<file path="src/hdl/rtu_frame_pkg.sv">
`default_nettype none
package rtu_frame_pkg;
    // reference clock, at least nine cycles per received byte
    localparam int CLK_PERIOD_NS = 8;
    // least line silence that bounds a frame
    localparam int QUIET_TIME_NS = 50_000_000;
    localparam int QUIET_CYCLES = QUIET_TIME_NS / CLK_PERIOD_NS;
    localparam int QUIET_CNT_W = 24;

    // frame check
    localparam logic [15:0] CHECK_PRESET = 16'hffff;
    localparam logic [15:0] CHECK_POLY = 16'ha001;
    localparam logic [3:0] CHECK_STEPS = 4'h8;

    // frame layout
    localparam logic [8:0] IDX_ADDR = 9'h000;
    localparam logic [8:0] IDX_OPCODE = 9'h001;
    localparam logic [8:0] IDX_LENGTH = 9'h002;
    localparam logic [8:0] HEADER_BYTES = 9'h003;
    localparam logic [8:0] OVERHEAD_BYTES = 9'h005;
    localparam logic [8:0] IDX_MAX = 9'h1ff;

    // station addresses
    localparam logic [7:0] ADDR_BROADCAST = 8'h00;
    localparam logic [7:0] ADDR_MIN = 8'h01;
    localparam logic [7:0] ADDR_MAX = 8'hfa;

    // character format selector values
    localparam logic [2:0] FMT_NONE = 3'h3;
    localparam logic [2:0] FMT_EVEN = 3'h4;
    localparam logic [2:0] FMT_ODD = 3'h5;

    localparam int TX_FIFO_DEPTH = 8;

    typedef enum logic [1:0] {
        FIELD_ADDR,
        FIELD_OPCODE,
        FIELD_LENGTH,
        FIELD_DATA
    } field_kind_t;

    typedef struct packed {
        field_kind_t kind;
        logic [7:0] data;
    } rx_byte_t;

    typedef struct packed {
        logic last;
        logic [7:0] data;
    } tx_word_t;

    typedef struct packed {
        logic valid;
        logic parity_en;
        logic parity_odd;
    } char_format_t;
endpackage
`default_nettype wire

</file>
<file path="src/hdl/rtu_tx_fifo.sv">
`default_nettype none
module rtu_tx_fifo #(
    parameter int WIDTH = 9,
    parameter int DEPTH = 8
) (
    input wire logic clk_i,
    input wire logic arst_n_i,
    input wire logic in_valid_i,
    output logic in_ready_o,
    input wire logic [WIDTH-1:0] in_data_i,
    output logic out_valid_o,
    input wire logic out_ready_i,
    output logic [WIDTH-1:0] out_data_o
);
    localparam int AW = $clog2(DEPTH);

    logic [WIDTH-1:0] mem [DEPTH];
    logic [AW-1:0] wr_ptr_reg;
    logic [AW-1:0] rd_ptr_reg;
    logic [AW:0] count_reg;
    logic [AW:0] count_next;
    logic wr;
    logic load;

    assign wr = in_valid_i && in_ready_o;
    // output stage refills when empty or being taken
    assign load = (count_reg != '0) && (!out_valid_o || out_ready_i);

    always_comb begin
        count_next = count_reg;
        if (wr && !load) begin
            count_next = count_reg + 1'b1;
        end else if (!wr && load) begin
            count_next = count_reg - 1'b1;
        end
    end

    always_ff @(posedge clk_i) begin
        if (wr) begin
            mem[wr_ptr_reg] <= in_data_i;
        end
    end

    always_ff @(posedge clk_i or negedge arst_n_i) begin
        if (!arst_n_i) begin
            wr_ptr_reg <= '0;
            rd_ptr_reg <= '0;
            count_reg <= '0;
            in_ready_o <= 1'b1;
        end else begin
            if (wr) begin
                wr_ptr_reg <= wr_ptr_reg + 1'b1;
            end
            if (load) begin
                rd_ptr_reg <= rd_ptr_reg + 1'b1;
            end
            count_reg <= count_next;
            in_ready_o <= count_next != (AW + 1)'(DEPTH);
        end
    end

    always_ff @(posedge clk_i or negedge arst_n_i) begin
        if (!arst_n_i) begin
            out_valid_o <= 1'b0;
            out_data_o <= '0;
        end else if (load) begin
            out_valid_o <= 1'b1;
            out_data_o <= mem[rd_ptr_reg];
        end else if (out_ready_i) begin
            out_valid_o <= 1'b0;
        end
    end
endmodule
`default_nettype wire

</file>
<file path="src/hdl/rtu_frame_crc16.sv">
// Overview of operation
// - frames are bounded by more than 50 ms of line silence, kept before and after each reply.
// - the first byte after the silence is the station address.
// - the second byte is the operation code.
// - the third byte gives the count of data bytes that follow before the check field.
// - the 16-bit check register starts at all ones before the first frame byte.
// - each frame byte is XORed into the low eight bits of the check register.
// - each step shifts right with zero in on top and XORs A001 hex when a one fell out.
// - exactly eight shift steps are done per byte before the next byte is taken.
// - the check covers address, operation code, length and data bytes.
// - the check value is sent and reassembled low byte first.
// - a frame is accepted when its address equals the own address, valid from 1 to 250.
// - a frame to address zero is a broadcast, acted on and never answered.
// - format value 3 selects no parity, 4 even and 5 odd, each with one stop bit.
`default_nettype none
module rtu_frame_crc16 #(
    parameter int QUIET_CYCLES = rtu_frame_pkg::QUIET_CYCLES
) (
    input wire logic REF_CLK_I,
    input wire logic ARST_N_I,
    input wire logic [7:0] OWN_ADDRESS_I,
    input wire logic [2:0] SERIAL_FORMAT_SELECT_I,
    output rtu_frame_pkg::char_format_t CHAR_FORMAT_O,
    input wire logic RX_VALID_I,
    input wire logic [7:0] RX_DATA_I,
    output logic RX_BYTE_VALID_O,
    output rtu_frame_pkg::rx_byte_t RX_BYTE_O,
    output logic FRAME_GOOD_O,
    output logic FRAME_DROP_O,
    output logic FRAME_BROADCAST_O,
    input wire logic REPLY_VALID_I,
    input wire rtu_frame_pkg::tx_word_t REPLY_WORD_I,
    output logic REPLY_READY_O,
    output logic TX_VALID_O,
    output logic [7:0] TX_DATA_O,
    input wire logic TX_READY_I
);
    typedef enum logic [2:0] {
        TX_IDLE,
        TX_FETCH,
        TX_CALC,
        TX_SEND,
        TX_CHECK_LO,
        TX_CHECK_HI,
        TX_DRAIN
    } tx_state_t;

    localparam int QW = rtu_frame_pkg::QUIET_CNT_W;

    function automatic logic [15:0] check_step(input logic [15:0] value);
        logic [15:0] shifted;
        shifted = {1'b0, value[15:1]};
        check_step = value[0] ? (shifted ^ rtu_frame_pkg::CHECK_POLY) : shifted;
    endfunction

    // line silence
    logic [QW-1:0] quiet_cnt_reg;
    logic quiet;
    logic activity;
    logic tx_accept;

    // receive side
    logic [8:0] rx_idx_reg;
    logic [7:0] rx_addr_reg;
    logic [7:0] rx_len_reg;
    logic [7:0] rx_chk_lo_reg;
    logic [7:0] rx_chk_hi_reg;
    logic [15:0] rx_crc_reg;
    logic [3:0] rx_steps_reg;
    logic frame_open_reg;
    logic [8:0] rx_cover_end;
    logic [8:0] rx_pos;
    logic rx_covered;
    logic boundary;
    logic addr_match;
    logic frame_ok;
    logic reply_ok_reg;

    // transmit side
    tx_state_t tx_state_reg;
    logic [15:0] tx_crc_reg;
    logic [3:0] tx_steps_reg;
    logic tx_last_reg;
    logic [7:0] tx_byte_reg;
    logic fifo_valid;
    logic fifo_ready;
    rtu_frame_pkg::tx_word_t fifo_word;

    assign tx_accept = TX_VALID_O && TX_READY_I;
    assign activity = RX_VALID_I || tx_accept;
    assign quiet = quiet_cnt_reg > QW'(QUIET_CYCLES);
    assign boundary = frame_open_reg && quiet;

    always_ff @(posedge REF_CLK_I or negedge ARST_N_I) begin
        if (!ARST_N_I) begin
            quiet_cnt_reg <= '0;
        end else if (activity) begin
            quiet_cnt_reg <= '0;
        end else if (!quiet) begin
            quiet_cnt_reg <= quiet_cnt_reg + 1'b1;
        end
    end

    always_ff @(posedge REF_CLK_I or negedge ARST_N_I) begin
        if (!ARST_N_I) begin
            CHAR_FORMAT_O <= '0;
        end else begin
            CHAR_FORMAT_O.valid <= SERIAL_FORMAT_SELECT_I inside {rtu_frame_pkg::FMT_NONE,
                rtu_frame_pkg::FMT_EVEN, rtu_frame_pkg::FMT_ODD};
            CHAR_FORMAT_O.parity_en <= SERIAL_FORMAT_SELECT_I == rtu_frame_pkg::FMT_EVEN ||
                SERIAL_FORMAT_SELECT_I == rtu_frame_pkg::FMT_ODD;
            CHAR_FORMAT_O.parity_odd <= SERIAL_FORMAT_SELECT_I == rtu_frame_pkg::FMT_ODD;
        end
    end

    // bytes before the check field feed the check
    assign rx_cover_end = {1'b0, rx_len_reg} + rtu_frame_pkg::HEADER_BYTES;
    // a byte that meets the closing silence already opens the next frame
    assign rx_pos = boundary ? rtu_frame_pkg::IDX_ADDR : rx_idx_reg;
    assign rx_covered = (rx_pos < rtu_frame_pkg::HEADER_BYTES) ||
        (rx_pos < rx_cover_end);

    always_ff @(posedge REF_CLK_I or negedge ARST_N_I) begin
        if (!ARST_N_I) begin
            rx_idx_reg <= '0;
            rx_addr_reg <= '0;
            rx_len_reg <= '0;
            rx_chk_lo_reg <= '0;
            rx_chk_hi_reg <= '0;
            frame_open_reg <= 1'b0;
        end else if (RX_VALID_I) begin
            frame_open_reg <= 1'b1;
            if (rx_pos != rtu_frame_pkg::IDX_MAX) begin
                rx_idx_reg <= rx_pos + 1'b1;
            end
            if (rx_pos == rtu_frame_pkg::IDX_ADDR) begin
                rx_addr_reg <= RX_DATA_I;
            end
            if (rx_pos == rtu_frame_pkg::IDX_LENGTH) begin
                rx_len_reg <= RX_DATA_I;
            end
            if (rx_pos >= rtu_frame_pkg::HEADER_BYTES && rx_pos == rx_cover_end) begin
                rx_chk_lo_reg <= RX_DATA_I;
            end
            if (rx_pos >= rtu_frame_pkg::HEADER_BYTES &&
                rx_pos == rx_cover_end + 9'h001) begin
                rx_chk_hi_reg <= RX_DATA_I;
            end
        end else if (boundary) begin
            frame_open_reg <= 1'b0;
            rx_idx_reg <= '0;
        end
    end

    always_ff @(posedge REF_CLK_I or negedge ARST_N_I) begin
        if (!ARST_N_I) begin
            rx_crc_reg <= rtu_frame_pkg::CHECK_PRESET;
            rx_steps_reg <= '0;
        end else if (RX_VALID_I && rx_covered) begin
            if (rx_pos == rtu_frame_pkg::IDX_ADDR) begin
                rx_crc_reg <= rtu_frame_pkg::CHECK_PRESET ^ {8'h00, RX_DATA_I};
            end else begin
                rx_crc_reg <= rx_crc_reg ^ {8'h00, RX_DATA_I};
            end
            rx_steps_reg <= rtu_frame_pkg::CHECK_STEPS;
        end else if (rx_steps_reg != '0) begin
            rx_crc_reg <= check_step(rx_crc_reg);
            rx_steps_reg <= rx_steps_reg - 1'b1;
        end
    end

    always_ff @(posedge REF_CLK_I or negedge ARST_N_I) begin
        if (!ARST_N_I) begin
            RX_BYTE_VALID_O <= 1'b0;
            RX_BYTE_O <= '0;
        end else begin
            RX_BYTE_VALID_O <= RX_VALID_I && rx_covered;
            if (RX_VALID_I) begin
                RX_BYTE_O.data <= RX_DATA_I;
                case (rx_pos)
                    rtu_frame_pkg::IDX_ADDR: RX_BYTE_O.kind <= rtu_frame_pkg::FIELD_ADDR;
                    rtu_frame_pkg::IDX_OPCODE: begin
                        RX_BYTE_O.kind <= rtu_frame_pkg::FIELD_OPCODE;
                    end
                    rtu_frame_pkg::IDX_LENGTH: RX_BYTE_O.kind <= rtu_frame_pkg::FIELD_LENGTH;
                    default: RX_BYTE_O.kind <= rtu_frame_pkg::FIELD_DATA;
                endcase
            end
        end
    end

    assign addr_match = (rx_addr_reg == rtu_frame_pkg::ADDR_BROADCAST) ||
        (rx_addr_reg == OWN_ADDRESS_I && OWN_ADDRESS_I >= rtu_frame_pkg::ADDR_MIN &&
        OWN_ADDRESS_I <= rtu_frame_pkg::ADDR_MAX);
    assign frame_ok = addr_match && rx_steps_reg == '0 &&
        rx_idx_reg >= rtu_frame_pkg::OVERHEAD_BYTES &&
        rx_idx_reg == {1'b0, rx_len_reg} + rtu_frame_pkg::OVERHEAD_BYTES &&
        rx_crc_reg == {rx_chk_hi_reg, rx_chk_lo_reg};

    always_ff @(posedge REF_CLK_I or negedge ARST_N_I) begin
        if (!ARST_N_I) begin
            FRAME_GOOD_O <= 1'b0;
            FRAME_DROP_O <= 1'b0;
            FRAME_BROADCAST_O <= 1'b0;
        end else begin
            FRAME_GOOD_O <= boundary && frame_ok;
            FRAME_DROP_O <= boundary && !frame_ok;
            if (boundary && frame_ok) begin
                FRAME_BROADCAST_O <= rx_addr_reg == rtu_frame_pkg::ADDR_BROADCAST;
            end
        end
    end

    // a reply is sent only after a good individually addressed frame
    always_ff @(posedge REF_CLK_I or negedge ARST_N_I) begin
        if (!ARST_N_I) begin
            reply_ok_reg <= 1'b0;
        end else if (boundary && frame_ok) begin
            reply_ok_reg <= rx_addr_reg != rtu_frame_pkg::ADDR_BROADCAST;
        end else if ((tx_state_reg == TX_CHECK_HI || tx_state_reg == TX_DRAIN) && tx_accept) begin
            reply_ok_reg <= 1'b0;
        end else if (tx_state_reg == TX_DRAIN && fifo_valid && fifo_word.last) begin
            reply_ok_reg <= 1'b0;
        end
    end

    rtu_tx_fifo #(
        .WIDTH($bits(rtu_frame_pkg::tx_word_t)),
        .DEPTH(rtu_frame_pkg::TX_FIFO_DEPTH)
    ) tx_fifo (
        .clk_i(REF_CLK_I),
        .arst_n_i(ARST_N_I),
        .in_valid_i(REPLY_VALID_I),
        .in_ready_o(REPLY_READY_O),
        .in_data_i(REPLY_WORD_I),
        .out_valid_o(fifo_valid),
        .out_ready_i(fifo_ready),
        .out_data_o(fifo_word)
    );

    assign fifo_ready = tx_state_reg == TX_FETCH || tx_state_reg == TX_DRAIN;

    always_ff @(posedge REF_CLK_I or negedge ARST_N_I) begin
        if (!ARST_N_I) begin
            tx_state_reg <= TX_IDLE;
            tx_crc_reg <= rtu_frame_pkg::CHECK_PRESET;
            tx_steps_reg <= '0;
            tx_last_reg <= 1'b0;
            tx_byte_reg <= '0;
            TX_VALID_O <= 1'b0;
            TX_DATA_O <= '0;
        end else begin
            case (tx_state_reg)
                TX_IDLE: begin
                    tx_crc_reg <= rtu_frame_pkg::CHECK_PRESET;
                    if (fifo_valid && !reply_ok_reg) begin
                        tx_state_reg <= TX_DRAIN;
                    end else if (fifo_valid && quiet && !frame_open_reg) begin
                        tx_state_reg <= TX_FETCH;
                    end
                end
                TX_FETCH: begin
                    if (fifo_valid) begin
                        tx_byte_reg <= fifo_word.data;
                        tx_last_reg <= fifo_word.last;
                        tx_crc_reg <= tx_crc_reg ^ {8'h00, fifo_word.data};
                        tx_steps_reg <= rtu_frame_pkg::CHECK_STEPS;
                        tx_state_reg <= TX_CALC;
                    end
                end
                TX_CALC: begin
                    if (tx_steps_reg != '0) begin
                        tx_crc_reg <= check_step(tx_crc_reg);
                        tx_steps_reg <= tx_steps_reg - 1'b1;
                    end else begin
                        TX_VALID_O <= 1'b1;
                        TX_DATA_O <= tx_byte_reg;
                        tx_state_reg <= TX_SEND;
                    end
                end
                TX_SEND: begin
                    if (TX_READY_I) begin
                        if (tx_last_reg) begin
                            TX_DATA_O <= tx_crc_reg[7:0];
                            tx_state_reg <= TX_CHECK_LO;
                        end else begin
                            TX_VALID_O <= 1'b0;
                            tx_state_reg <= TX_FETCH;
                        end
                    end
                end
                TX_CHECK_LO: begin
                    if (TX_READY_I) begin
                        TX_DATA_O <= tx_crc_reg[15:8];
                        tx_state_reg <= TX_CHECK_HI;
                    end
                end
                TX_CHECK_HI: begin
                    if (TX_READY_I) begin
                        TX_VALID_O <= 1'b0;
                        tx_state_reg <= TX_IDLE;
                    end
                end
                TX_DRAIN: begin
                    if (fifo_valid && fifo_word.last) begin
                        tx_state_reg <= TX_IDLE;
                    end
                end
                default: tx_state_reg <= TX_IDLE;
            endcase
        end
    end
endmodule
`default_nettype wire

</file>
<file path="config.mk">
export PLATFORM = sky130hd
export DESIGN_NAME = rtu_frame_crc16
export DESIGN_NICKNAME = d
export VERILOG_FILES = /design/src/hdl/rtu_frame_pkg.sv /design/src/hdl/rtu_tx_fifo.sv /design/src/hdl/rtu_frame_crc16.sv
export SDC_FILE = /design/constraint.sdc
export NUM_CORES = 1
export LEC_CHECK = 0
export BUFFER_PORTS_ARGS = -buffer_cell sky130_fd_sc_hd__buf_4
export CAP_MARGIN = 20
export CORE_ASPECT_RATIO = 1.2
export CORE_MARGIN = 3
export CORE_UTILIZATION = 25
export DETAILED_ROUTE_END_ITERATION = 8
export PLACE_DENSITY = 0.49
export SLEW_MARGIN = 25
export SYNTH_ARGS = -nofsm -noshare
export SYNTH_HDL_FRONTEND = slang
export SYNTH_SLANG_ARGS = --single-unit
</file>
<file path="constraint.sdc">
create_clock -name REF_CLK_I -period 3.48 [get_ports REF_CLK_I]
set_input_delay 0.348 -clock REF_CLK_I [delete_from_list [all_inputs] [get_ports REF_CLK_I]]
set_output_delay 0.348 -clock REF_CLK_I [all_outputs]
set_load 0.005 [all_outputs]
</file>
# ---- Yosys cells after proc, flatten, opt, wreduce, memory -nomap -nowiden
# Memories as Yosys holds them, arrays and structs flattened. A register that Yosys moved wholly into a read port is not among the register bits.
# Cells that the tools add are included.
dict set report classes {
  n_shift 0
  n_reduce_logical 65
  muxes 50
  multipliers 0
  bitwise_logic 5
  order_cmp 7
  add_sub_neg 11
  n_eq_ne 30
  div 0
}
# op count
set op_table {}
lappend op_table {{16-bit two-way mux} 7}
lappend op_table {{24-bit two-way mux} 2}
lappend op_table {{16-bit case mux with 3 select lines} 1}
lappend op_table {{8-bit two-way mux} 4}
lappend op_table {{16-bit by 8-bit bitwise XOR with 16-bit output} 2}
lappend op_table {{9-bit == test} 3}
lappend op_table {{3-bit two-way mux} 9}
lappend op_table {{9-bit two-way mux} 3}
lappend op_table {{24-bit by 1-bit adder with 24-bit output (second input constant)} 1}
lappend op_table {{24-bit by 23-bit greater-than comparator with 1-bit output (second input constant)} 1}
lappend op_table {{1-bit logical AND} 24}
lappend op_table {{4-bit two-way mux} 6}
lappend op_table {{8-bit case mux with 3 select lines} 1}
lappend op_table {{3-bit case mux with 7 select lines} 1}
lappend op_table {{9-bit by 1-bit adder with 9-bit output (second input constant)} 2}
lappend op_table {{16-bit == test} 1}
lappend op_table {{8-bit NOT with 16-bit output} 1}
lappend op_table {{3-bit == test (second input constant)} 5}
lappend op_table {{3-bit nonzero test} 5}
lappend op_table {{2-bit != test (second input constant)} 7}
lappend op_table {{1-bit two-way mux} 13}
lappend op_table {{4-bit nonzero test} 3}
lappend op_table {{4-bit by 1-bit subtractor with 4-bit output (second input constant)} 3}
lappend op_table {{2-bit AND reduction} 5}
lappend op_table {{other kinds (34)} 58}
dict set report word_totals {
  in_bits 33
  romBits 0
  latchBits 0
  memories 1
  reg_bits 157
  ramBits 72
}
# name depth word_bits rd rd_ports_with_merged_regs write_ports line
set mem_list {}
lappend mem_list {tx_fifo.mem 8 9 1 1 1 rtu_tx_fifo.sv:17} ;# logic [WIDTH-1:0] mem [DEPTH];

# ---- Longest topological paths before layout
# Gate-level depths: netlist of run 1.
dict set report logic_depth {
  word_depth 10
  depth_mapped 18
  depth_no_buf 16
}

# ---- By module
# Synthesis of run 1 repeated with hierarchy kept, for this count alone.
dict set report unflattened {
  hier_cells 1100
  area_unflattened_um2 12209.2
}
# module cells_per_inst area_per_inst_um2 instances
set modules_own_cells {}
lappend modules_own_cells {rtu_frame_crc16 896 8540.7 1}
lappend modules_own_cells {rtu_tx_fifo 204 3668.5 1}

# ---- Worst setup path before layout of run 1
# No wires, ideal clock.
dict set report synth_path {
  kind {flip-flop to flip-flop}
  from {register quiet_cnt_reg[0]}
  to {register rx_idx_reg[5]}
  stages_incl_launch_ff 18
  synth_period_minus_slack_ns 3.652
  t_required_ns 3.359
  slack_ns -0.172
  arrival_time_ns 3.531
  setup_ns 0.121
  path_buffers 2
  path_cell_list {dfrtp_1 inv_1 ha_1 nor4bb_1 nor4bb_1 mux2_2 buf_4 or2_2 buf_4 nand2_1 inv_1 ha_1 and4_1 ha_1 nor2b_1 nand3_1 or3_1 xor2_1}
}
dict set report synth_via {
  elab_chain_len 6
}
# element line
set synth_lines {}
lappend synth_lines {{from (decl)} rtu_frame_crc16.sv:57} ;# logic [QW-1:0] quiet_cnt_reg;
lappend synth_lines {{from (signal assigned)} rtu_frame_crc16.sv:100} ;# quiet_cnt_reg <= quiet_cnt_reg + 1'b1;
lappend synth_lines {{24-bit by 23-bit greater-than comparator with 1-bit output *} rtu_frame_crc16.sv:91} ;# assign quiet = quiet_cnt_reg > QW'(QUIET_CYCLES);
lappend synth_lines {{1-bit logical AND *} rtu_frame_crc16.sv:92} ;# assign boundary = frame_open_reg && quiet;
lappend synth_lines {{9-bit two-way mux *} --}
lappend synth_lines {{9-bit by 1-bit adder with 9-bit output} rtu_frame_crc16.sv:134} ;# rx_idx_reg <= rx_pos + 1'b1;
lappend synth_lines {{9-bit two-way mux} rtu_frame_crc16.sv:133} ;# if (rx_pos != rtu_frame_pkg::IDX_MAX) begin
lappend synth_lines {{9-bit two-way mux} rtu_frame_crc16.sv:131} ;# end else if (RX_VALID_I) begin
lappend synth_lines {{to (signal assigned)} rtu_frame_crc16.sv:134}
lappend synth_lines {{to (decl)} rtu_frame_crc16.sv:63} ;# logic [8:0] rx_idx_reg;
# Mark *: on every way between the ends. The rest lies on a longest branch, timed or not. The select of a mux whose other input is x is not followed.
# A chain may end at the register's enable or synchronous reset.

# ---- Final worst setup path of run 1
dict set report layout_path {
  from {register quiet_cnt_reg[1]}
  to {register rx_crc_reg[7]}
}
dict set report layout_via {
  elab_chain_len 7
}
# element line
set layout_lines {}
lappend layout_lines {{24-bit by 23-bit greater-than comparator with 1-bit output *} rtu_frame_crc16.sv:91}
lappend layout_lines {{1-bit logical AND *} rtu_frame_crc16.sv:92}
lappend layout_lines {{9-bit two-way mux *} --}
lappend layout_lines {{9-bit by 2-bit < comparator with 1-bit output or 9-bit < comparator (tied branches)} {rtu_frame_crc16.sv:120, rtu_frame_crc16.sv:121}}
lappend layout_lines {{1-bit logical OR} rtu_frame_crc16.sv:120} ;# assign rx_covered = (rx_pos < rtu_frame_pkg::HEADER_BYTES) ||
lappend layout_lines {{1-bit logical AND} rtu_frame_crc16.sv:159} ;# end else if (RX_VALID_I && rx_covered) begin
lappend layout_lines {{16-bit two-way mux or 2-bit nonzero test (tied branches)} --}
lappend layout_lines {{to (signal assigned)} rtu_frame_crc16.sv:157} ;# rx_crc_reg <= rtu_frame_pkg::CHECK_PRESET;
lappend layout_lines {{to (signal assigned)} rtu_frame_crc16.sv:161} ;# rx_crc_reg <= rtu_frame_pkg::CHECK_PRESET ^ {8'h00, RX_DATA_I};
lappend layout_lines {{to (signal assigned)} rtu_frame_crc16.sv:163} ;# rx_crc_reg <= rx_crc_reg ^ {8'h00, RX_DATA_I};
lappend layout_lines {{to (decl)} rtu_frame_crc16.sv:68} ;# logic [15:0] rx_crc_reg;
# Mark *: on every way between the ends. The rest lies on a longest branch, timed or not.

==> impl_metrics.toml, run 1 <==
[timing]
period_share_pct = 96.89
slew_violations = 0
whs_ns = 0.04079
tns_ns = 0
slew_headroom_pct = 40.53
rsz0062_at_grt = "true"
hold_viol_final = 0
setup_viol = 0
clock_skew_ns = 0.02276
post-route-min-period_ns = 3.372
timing.fmax_mhz = 296.6
tightest_slew_ns = 0.8921

[cells_and_area]
final_cells = 1827
finalInstanceArea_mm2 = 0.01498
n_fill_cell = 4797
seq_area_mm2 = 0.006357
syn_to_final_growth_pct = 24.76
final_cell_mix = "133 x dfrtp_1, 127 x buf_4, 100 x nor2_1"
largest_reg_flops = 72
diodes = 0
drive_gt1_share_pct = 27.82
multi_input_area_mm2 = 0.005560
final_common_cell = "dfrtp_1"
fin_nets = 1238
fin_util_pct = 31.70

[setup_path]
crit_chain = "inv_2, ha_4, nor4bb_4, nor4bb_4, mux2_4, or2_4, and2_4, ha_4, nand2_2, or3_4, a32oi_2, o21ai_2, a31oi_4, nand2b_4, mux2i_2"
r2r_end = "rx_crc_reg[7]"
cp-end-kind = "flop"
reg2reg_depth = 15
path_buf_inv = 1
crit_path_start_kind = "flop"
critPathMaxStageDelay_ns = 0.36
cp.depth = 15
timing.rr.start = "quiet_cnt_reg[1]"
cp.arrival_ns = 3.85
slowest_stage = "dfrtp_1"
required_ns = 3.96
path_max_fanout = 7
worst-setup-path-type = "flop to flop"
rrSetupSlack_ns = 0.11
cp_top_family = "simple AND/OR/NAND/NOR gates"

[grt]
grt_pass1_vias = 8554
grt_start_max_net_pins = 80
grt_pass1_wl_um = 47400
antenna_found_initial = 0
grt_use_total_pct = 11.63
grt_overflow_total = 0

[run_status]
status = "finished, final reports clean"

[synthesis]
synth_flop_cell = "dfrtp_1"
synth_xor_area_share_pct = 7.045
synth_compound_area_share_pct = 9.807
synthAdderAreaFrac_pct = 2.501
synth-edff-count = 72
ys_types = 74
synth_nets = 1115
synth_top_family_by_area = "simple AND/OR/NAND/NOR gates"
yosys.area_share.simple_pct = 13.44
synthCells = 1058
syn_area_mm2 = 0.01201
ys.warnings.count = 0
async_flop_share_pct = 69.75
synthMuxAreaShare_pct = 11.45
avgSynthCellArea_um2 = 11.35
synth_sequential_area_ratio_pct = 52.95
ys_ff_latch = 238

[route]
vias = 8351
wl_um = 29680
wl_per_cell_um = 16.25
vias_per_cell = 4.571
antenna_left = 0
drc = 0
firstDrtPassIters = 5
drt_iter0_markers = 420

[clock_tree]
clkLatencyLatePin_ns = 0.55
clock_sinks = 238
cts_buffers = 29
ctsHtreeMaxLevel = 1
clockRootBuffer = "clkbuf_16"
clk_pin_slew_ns = 0.06
cts_tree = "yes"
clock_path_buffers = 3

[hold_path]
min_to = "tx_fifo.mem[6][1]"
hold_path_depth = 1
holdCritPathClass = "input port to flop"
min-delay-start = "REPLY_WORD_I[1]"

[placed_design]
place_inst = 1761
gp_congestion = 0.8280
io_buffers = 59
dp_hpwl_um = 20340
placed_area_mm2 = 0.01366

[die]
core_area_mm2 = 0.04724
die_area_mm2 = 0.05070
row_count = 87
pin_count = 60
die_h_um = 246.1
die_w_um = 206.0
start_util_pct = 25.41

[pwr]
leakagePower_nw = 6.019
cellPowerDensity_mw_per_mm2 = 868.8
ir_worst_vdd_v = 0.0004020

[job]
drv_cap = 0
[report_power, final]
| part | switching [W] | internal [W] | leakage [nW] |
|---|---|---|---|
| Sequential | 0.000891 | 0.00385 | 2.65 |
| Combinational | 0.00255 | 0.00235 | 2.85 |
| Clock | 0.00119 | 0.00219 | 0.528 |
[Yosys cell counts, drive strengths merged, types with 3 or more instances]
master | count | share of area [%]
o211ai | 3 | 0.23
mux2i | 35 | 2.9
nor3b | 6 | 0.38
buf | 15 | 0.67
or4 | 5 | 0.31
a21oi | 51 | 2.2
xor2 | 56 | 4.1
a31oi | 10 | 0.65
nor3 | 12 | 0.59
nand4 | 11 | 0.57
o21bai | 3 | 0.19
clkbuf | 30 | 0.94
or2 | 4 | 0.21
nor4 | 16 | 0.83
nor2 | 101 | 3.2
or3 | 13 | 0.72
nand3b | 5 | 0.31
and2 | 14 | 0.73
o21a | 3 | 0.19
inv | 38 | 1.2
nand2b | 7 | 0.43
dfstp | 33 | 7.2
o21ai | 69 | 2.9
nor2b | 6 | 0.31
o2111ai | 4 | 0.34
nand3 | 30 | 1.3
and4 | 3 | 0.22
o22ai | 3 | 0.16
and3 | 6 | 0.31
nor4b | 4 | 0.29
dfrtp | 133 | 28
mux4 | 18 | 3.4
mux2 | 55 | 5.2
a21o | 7 | 0.44
ha | 24 | 2.5
edfxtp | 72 | 18
xnor2 | 38 | 2.8
o221ai | 10 | 0.73
nand2 | 75 | 2.3
[worst register-to-register path, cell delays in order, from the launching register on]
cell and delay (ns):
dfrtp_1 0.36, inv_2 0.06, ha_4 0.15, nor4bb_4 0.15, nor4bb_4 0.15, mux2_4 0.26, or2_4 0.26, and2_4 0.18
ha_4 0.27, nand2_2 0.04, or3_4 0.36, a32oi_2 0.23, o21ai_2 0.12, a31oi_4 0.21, nand2b_4 0.26, mux2i_2 0.23
[timing repair]
action	in CTS	in global routing
gates resized for setup	16	16
pin swaps	6	14
hold endpoints to repair	62	0
hold buffers	4	0
setup endpoints to repair	37	41
gates cloned	1	0
buffers inserted	3	4
[logic make-up after synthesis]
family / after synthesis
adders and majority gates: 24
AOI/OAI and AO/OA: 186
muxes: 108
xor gates and xnor gates: 95
and+or+nand+nor: 324
buffers and inverters: 83
DFF: 238
[metal layers]
| metal | vias up | track usage [%] | share of wire, % |
|---|---|---|---|
| met1 | 4112 | 14.91 | 44 |
| met5 | - | 0 | 0 |
| met2 | 126 | 20.56 | 50 |
| li1 | 4062 | - | - |
| met4 | 0 | 2.576 | 2.2 |
| met3 | 51 | 1.877 | 3.3 |
[stage by stage]
| stage | setup slack, ns | power (W) |
|---|---|---|
| 2_1_floorplan | 0.0001814 | 0.007982 |
| 3_3_place_gp | -0.008047 | 0.009474 |
| 3_5_place_dp | -0.1647 | 0.009553 |
| 4_1_cts | -0.005669 | 0.01313 |
| 5_1_grt | -0.05806 | 0.01396 |
| 6_report | 0.1083 | 0.01301 |
[cell type report]
type                            count  area share [%]
Tap cell                          623           5.204
Clock inverter                     17           1.963
Multi-Input combinational cell    738           37.12
Sequential cell                   238           42.44
Inverter                           38          0.9523
Clock buffer                       37           5.246
Timing Repair Buffer              136           7.067
[worst max-delay path by stage]
stage / from / end / slack, ns
final: quiet_cnt_reg[1] / rx_crc_reg[7] / 0.11
after global routing: quiet_cnt_reg[16] / rx_crc_reg[7] / -0.06
after CTS: quiet_cnt_reg[13] / rx_crc_reg[2] / -0.006
after detailed placement: quiet_cnt_reg[1] / rx_crc_reg[15] / -0.16
after global placement: quiet_cnt_reg[1] / rx_crc_reg[15] / -0.008
after floorplan: quiet_cnt_reg[0] / rx_crc_reg[2] / 0.0002
Power figures use the tool's default switching activity.
==> inputs of run 2 (changes only) <==
--- a/config.mk
+++ b/config.mk
@@ -7,11 +7,12 @@
 export LEC_CHECK = 0
 export BUFFER_PORTS_ARGS = -buffer_cell sky130_fd_sc_hd__buf_4
 export CAP_MARGIN = 20
-export CORE_ASPECT_RATIO = 1.2
+export CORE_ASPECT_RATIO = 1.5
 export CORE_MARGIN = 3
 export CORE_UTILIZATION = 25
 export DETAILED_ROUTE_END_ITERATION = 8
-export PLACE_DENSITY = 0.49
+export GPL_TIMING_DRIVEN = 0
+export PLACE_DENSITY = 0.47
 export SLEW_MARGIN = 25
 export SYNTH_ARGS = -nofsm -noshare
 export SYNTH_HDL_FRONTEND = slang
==> constraint.sdc (replaced) <==
create_clock -name REF_CLK_I -period 3.37 [get_ports REF_CLK_I]
set_input_delay 0.337 -clock REF_CLK_I [delete_from_list [all_inputs] [get_ports REF_CLK_I]]
set_output_delay 0.337 -clock REF_CLK_I [all_outputs]
set_load 0.005 [all_outputs]
==> run 2 against run 1 <==
The flow now finishes with violations (negative setup slack). Critical path depth unchanged. Combinational power increased by 13%. Sequential share of layout area shrank 0.40 points. Fmax shrank 5.1%. Utilization rose by 0.43 points. Clock skew grew 0.0077 ns. Non-clock buffer count increased by 25.
==> impl_metrics.toml, run 2 (synthesis results as in run 1) <==
[run_status]
status = "finished with violations"
violations = "negative setup slack"

[timing]
fin_ws_ns = -0.1838
slew_violations = 0
setup_viol = 29
rsz0062_at_grt = "true"
slew_headroom_pct = 35.71
post-route-min-period_ns = 3.554
timing.fmax_mhz = 281.4
tightest_slew_ns = 0.9644
hold_viol_final = 0
clock_skew_ns = 0.03049
period_share_pct = 105.5

[clock_tree]
clock_path_buffers = 3
clock_sinks = 238
cts_tree = "yes"
ctsHtreeMaxLevel = 1
clk_pin_slew_ns = 0.06
cts_buffers = 28
clockRootBuffer = "clkbuf_16"
clkLatencyLatePin_ns = 0.56

[route]
vias = 8531
wl_per_cell_um = 17.62
vias_per_cell = 4.687
drt_iter0_markers = 451
wl_um = 32070
firstDrtPassIters = 4
antenna_left = 0
drc = 0

[setup_path]
required_ns = 3.84
slowest_stage = "or3b_4"
cp.depth = 15
crit_chain = "or3b_4, a211oi_4, o21ai_4, or2_4, buf_6, and2_1, ha_1, a21o_1, a21o_1, a21oi_4, nand2_1, a31oi_4, a21oi_4, buf_12, mux2_2"
cp_top_family = "compound AO/OA/AOI/OAI gates"
cp-end-kind = "flop"
path_buf_inv = 2
worst-setup-path-type = "flop to flop"
critPathMaxStageDelay_ns = 0.42
path_max_fanout = 10
cp.arrival_ns = 4.02
reg2reg_depth = 15
crit_path_start_kind = "flop"

[grt]
grt_pass1_vias = 8831
grt_pass1_wl_um = 50750
grt_use_total_pct = 12.57
grt_start_max_net_pins = 74
antenna_found_initial = 0
grt_overflow_total = 0

[placed_design]
io_buffers = 59
gp_congestion = 0.8285
place_inst = 1724
dp_hpwl_um = 22680

[hold_path]
hold_path_depth = 2
holdCritPathClass = "input port to flop"

[pwr]
ir_worst_vdd_v = 0.0005225
cellPowerDensity_mw_per_mm2 = 890.2
p_total_w = 0.01347
leakagePower_nw = 6.008

[cells_and_area]
syn_to_final_growth_pct = 26.06
diodes = 0
n_fill_cell = 4807
fin_nets = 1261
largest_reg_flops = 72
final_cells = 1820
final_cell_mix = "129 x dfrtp_1, 98 x nor2_1, 93 x buf_4"
drive_gt1_share_pct = 28.06
final_common_cell = "dfrtp_1"

[die]
row_count = 97
pin_count = 60
die_w_um = 184.9
core_area_mm2 = 0.04709
die_h_um = 274.4
start_util_pct = 25.49
die_area_mm2 = 0.05074

[job]
drv_cap = 0
[run 2: area by class of cell]
cell class	count	area [µm²]	area share, %
Inverter	38	142.6	0.9425
Multi-Input combinational cell	737	5687	37.58
Sequential cell	238	6362	42.04
Timing Repair Buffer	119	1010	6.672
Clock buffer	41	824.5	5.449
Clock inverter	11	166.4	1.100
Buffer	42	197.7	1.306
Tap cell	594	743.2	4.911
[run 2: per-stage QoR]
step	util, %	setup WS, ns	setup TNS (ns)	instance area, µm²	hold slack (ns)
after CTS	31.77	-0.2338	-4.752	14960	0.02043
final	32.14	-0.1838	-3.751	15130	0.04677
after global routing	32.14	-0.3468	-8.384	15130	0.03565
after detailed placement	28.53	-0.6608	-24.59	13430	0.2017
after floorplan	-	-0.09395	-0.7092	12080	0.04141
after global placement	28.16	-0.6479	-27.34	13260	0.4710
[run 2: final timing paths]
kind / start / end / slack (ns)
max in group asynchronous: ARST_N_I / quiet_cnt_reg[15] / 2.45
min in group asynchronous: ARST_N_I / rx_idx_reg[8] / 0.21
max reg2reg: quiet_cnt_reg[13] / rx_crc_reg[15] / -0.18
min: TX_READY_I / TX_VALID_O / 0.05
min reg2reg: tx_crc_reg[2] / tx_crc_reg[2] / 0.48
max: quiet_cnt_reg[13] / rx_crc_reg[15] / -0.18
[run 2: worst reg2reg max path, delay by kind of cell (launching register included)]
| kind | cells | cell delay [ns] |
|---|---|---|
| compound gates | 7 | 1.22 |
| simple gates | 4 | 0.98 |
| flops | 1 | 0.41 |
| buf+inv | 2 | 0.30 |
| fa+ha+maj | 1 | 0.30 |
| mux | 1 | 0.26 |
[run 2: repair_timing]
action	4_1_cts	5_1_grt
setup endpoints to repair	56	49
gates resized for setup	52	24
gates cloned	1	0
buffers inserted	23	11
hold buffers	12	0
endpoints found under the hold margin	203	0
pin swaps	18	13
[run 2: power breakdown]
group / switching [W] / internal, W
logic: 0.00303 / 0.00250
registers: 0.000733 / 0.00397
clock network: 0.00123 / 0.00200
[run 2: layer usage]
layer | track usage, % | vias up | wire [µm]
met4 | 4.406 | 0 | 1020
met1 | 15.09 | 4233 | 13260
met5 | 0 | - | 0
met2 | 22.82 | 138 | 16700
li1 | - | 4110 | -
met3 | 1.685 | 50 | 1091
==> inputs of run 3 (changes only) <==
--- a/config.mk
+++ b/config.mk
@@ -13,6 +13,7 @@
 export DETAILED_ROUTE_END_ITERATION = 8
 export GPL_TIMING_DRIVEN = 0
 export PLACE_DENSITY = 0.47
+export RECOVER_POWER = 100
 export SLEW_MARGIN = 25
 export SYNTH_ARGS = -nofsm -noshare
 export SYNTH_HDL_FRONTEND = slang
==> run 3 against run 2 <==
Sequential power hardly changed. Non-clock buffer count is the same. The run still ends with negative setup slack left. Worst setup slack better by 0.0029 ns. Final area is 1.5% lower. Largest cell class unchanged. Via count increased by 0.61%. First-iteration DRC count up 5.1%. Critical path type unchanged.
==> impl_metrics.toml, run 3 (synthesis results as in run 1) <==
[route]
vias_per_cell = 4.716
drt_iter0_markers = 474
firstDrtPassIters = 4
wl_um = 32130
vias = 8583
drc = 0
wl_per_cell_um = 17.66
antenna_left = 0

[timing]
slew_violations = 0
whs_ns = 0.04935
hold_viol_final = 0
rsz0062_at_grt = "true"
period_share_pct = 105.4
fin_ws_ns = -0.1809
timing.fmax_mhz = 281.6
setup_viol = 35
slew_headroom_pct = 12.75
tightest_slew_ns = 1.309
post-route-min-period_ns = 3.551
clock_skew_ns = 0.03283

[pwr]
leakagePower_nw = 5.848
ir_worst_vdd_v = 0.0005209
cellPowerDensity_mw_per_mm2 = 896.1
p_total_w = 0.01335

[grt]
grt_use_total_pct = 12.57
grt_overflow_total = 0
grt_start_max_net_pins = 74
antenna_found_initial = 0
grt_pass1_vias = 8831
grt_pass1_wl_um = 50750

[placed_design]
gp_congestion = 0.8285
dp_slack_ns = -0.6608
dp_hpwl_um = 22680
io_buffers = 59
place_inst = 1724

[cells_and_area]
fin_util_pct = 31.65
syn_to_final_growth_pct = 24.14
n_fill_cell = 4838
drive_gt1_share_pct = 24.31
final_cell_mix = "129 x dfrtp_1, 100 x nor2_1, 72 x edfxtp_1"
largest_reg_flops = 72
final_cells = 1820
final_common_cell = "dfrtp_1"
fin_nets = 1261
diodes = 0

[setup_path]
cp.arrival_ns = 4.02
crit_path_start_kind = "flop"
required_ns = 3.83
path_max_fanout = 10
cp-end-kind = "flop"
worst-setup-path-type = "flop to flop"
rrSetupSlack_ns = -0.18

[die]
die_h_um = 274.4
die_area_mm2 = 0.05074
row_count = 97
die_w_um = 184.9
core_area_mm2 = 0.04709
start_util_pct = 25.49
pin_count = 60

[clock_tree]
clkLatencyLatePin_ns = 0.56
clockRootBuffer = "clkbuf_16"
clk_pin_slew_ns = 0.06
clock_path_buffers = 3
clock_sinks = 238
cts_buffers = 28
cts_tree = "yes"
ctsHtreeMaxLevel = 1

[job]
drv_cap = 0

[run_status]
violations = "negative setup slack"
status = "finished with violations"

[hold_path]
holdCritPathClass = "input port to flop"
==> run 3: cell type report <==
cell class | count | area [µm²] | share of cell area (%)
clock buffer | 41 | 824.5 | 5.533
timing repair buffer | 119 | 859.6 | 5.768
tap | 594 | 743.2 | 4.987
multi-input combinational | 737 | 5610 | 37.65
sequential | 238 | 6362 | 42.69
inverter | 38 | 142.6 | 0.9571
buffer | 42 | 193.9 | 1.301
clock inverter | 11 | 166.4 | 1.117
==> run 3: where the power goes <==
part / total, W / switching (W) / internal (W)
Combinational: 0.00542 / 0.00301 / 0.00242
Sequential: 0.00470 / 0.000722 / 0.00397
Clock: 0.00323 / 0.00123 / 0.00200
Total: 0.0134 / 0.00496 / 0.00839
==> run 3: path summary, 6_finish.rpt <==
path,startpoint,to,depth (start not counted)
min,TX_READY_I,TX_VALID_O,2
min in group asynchronous,ARST_N_I,rx_idx_reg[8],2
max,quiet_cnt_reg[13],rx_crc_reg[15],15
min reg2reg,tx_crc_reg[2],tx_crc_reg[2],2
max reg2reg,quiet_cnt_reg[13],rx_crc_reg[15],15
max in group asynchronous,ARST_N_I,quiet_cnt_reg[14],3
==> run 3: through the flow <==
stage | cell area, µm² | setup TNS [ns]
2_1_floorplan | 12080 | -0.7092
3_3_place_gp | 13260 | -27.34
3_5_place_dp | 13430 | -24.59
4_1_cts | 14960 | -4.752
5_1_grt | 14900 | -10.75
6_report | 14900 | -3.854
==> run 3: critical path: stages, from the launching register on <==
cell      delay, ns
dfrtp_2        0.41
or3b_4         0.42
a211oi_4       0.24
o21ai_4        0.10
or2_4          0.27
buf_6          0.15
and2_1         0.16
ha_1           0.30
a21o_1         0.16
a21o_1         0.20
a21oi_4        0.20
nand2_1        0.13
a31oi_4        0.23
a21oi_4        0.08
buf_12         0.15
mux2_2         0.26
==> run 3: repair_timing <==
action,CTS,global route
hold buffers,12,0
pin swaps,18,13
setup buffers,23,11
cloned,1,0
endpoints found under the setup margin,56,49
endpoints found under the hold margin,203,0
gates resized for setup,52,24
==> run 3: metal layers <==
layer | track usage, % | up-vias | wire, µm | share of wire, %
met1 | 15.09 | 4267 | 13230 | 41
met2 | 22.82 | 156 | 16780 | 52
li1 | - | 4110 | - | -
met4 | 4.406 | 0 | 1027 | 3.2
met3 | 1.685 | 50 | 1088 | 3.4
met5 | 0 | - | 0 | 0
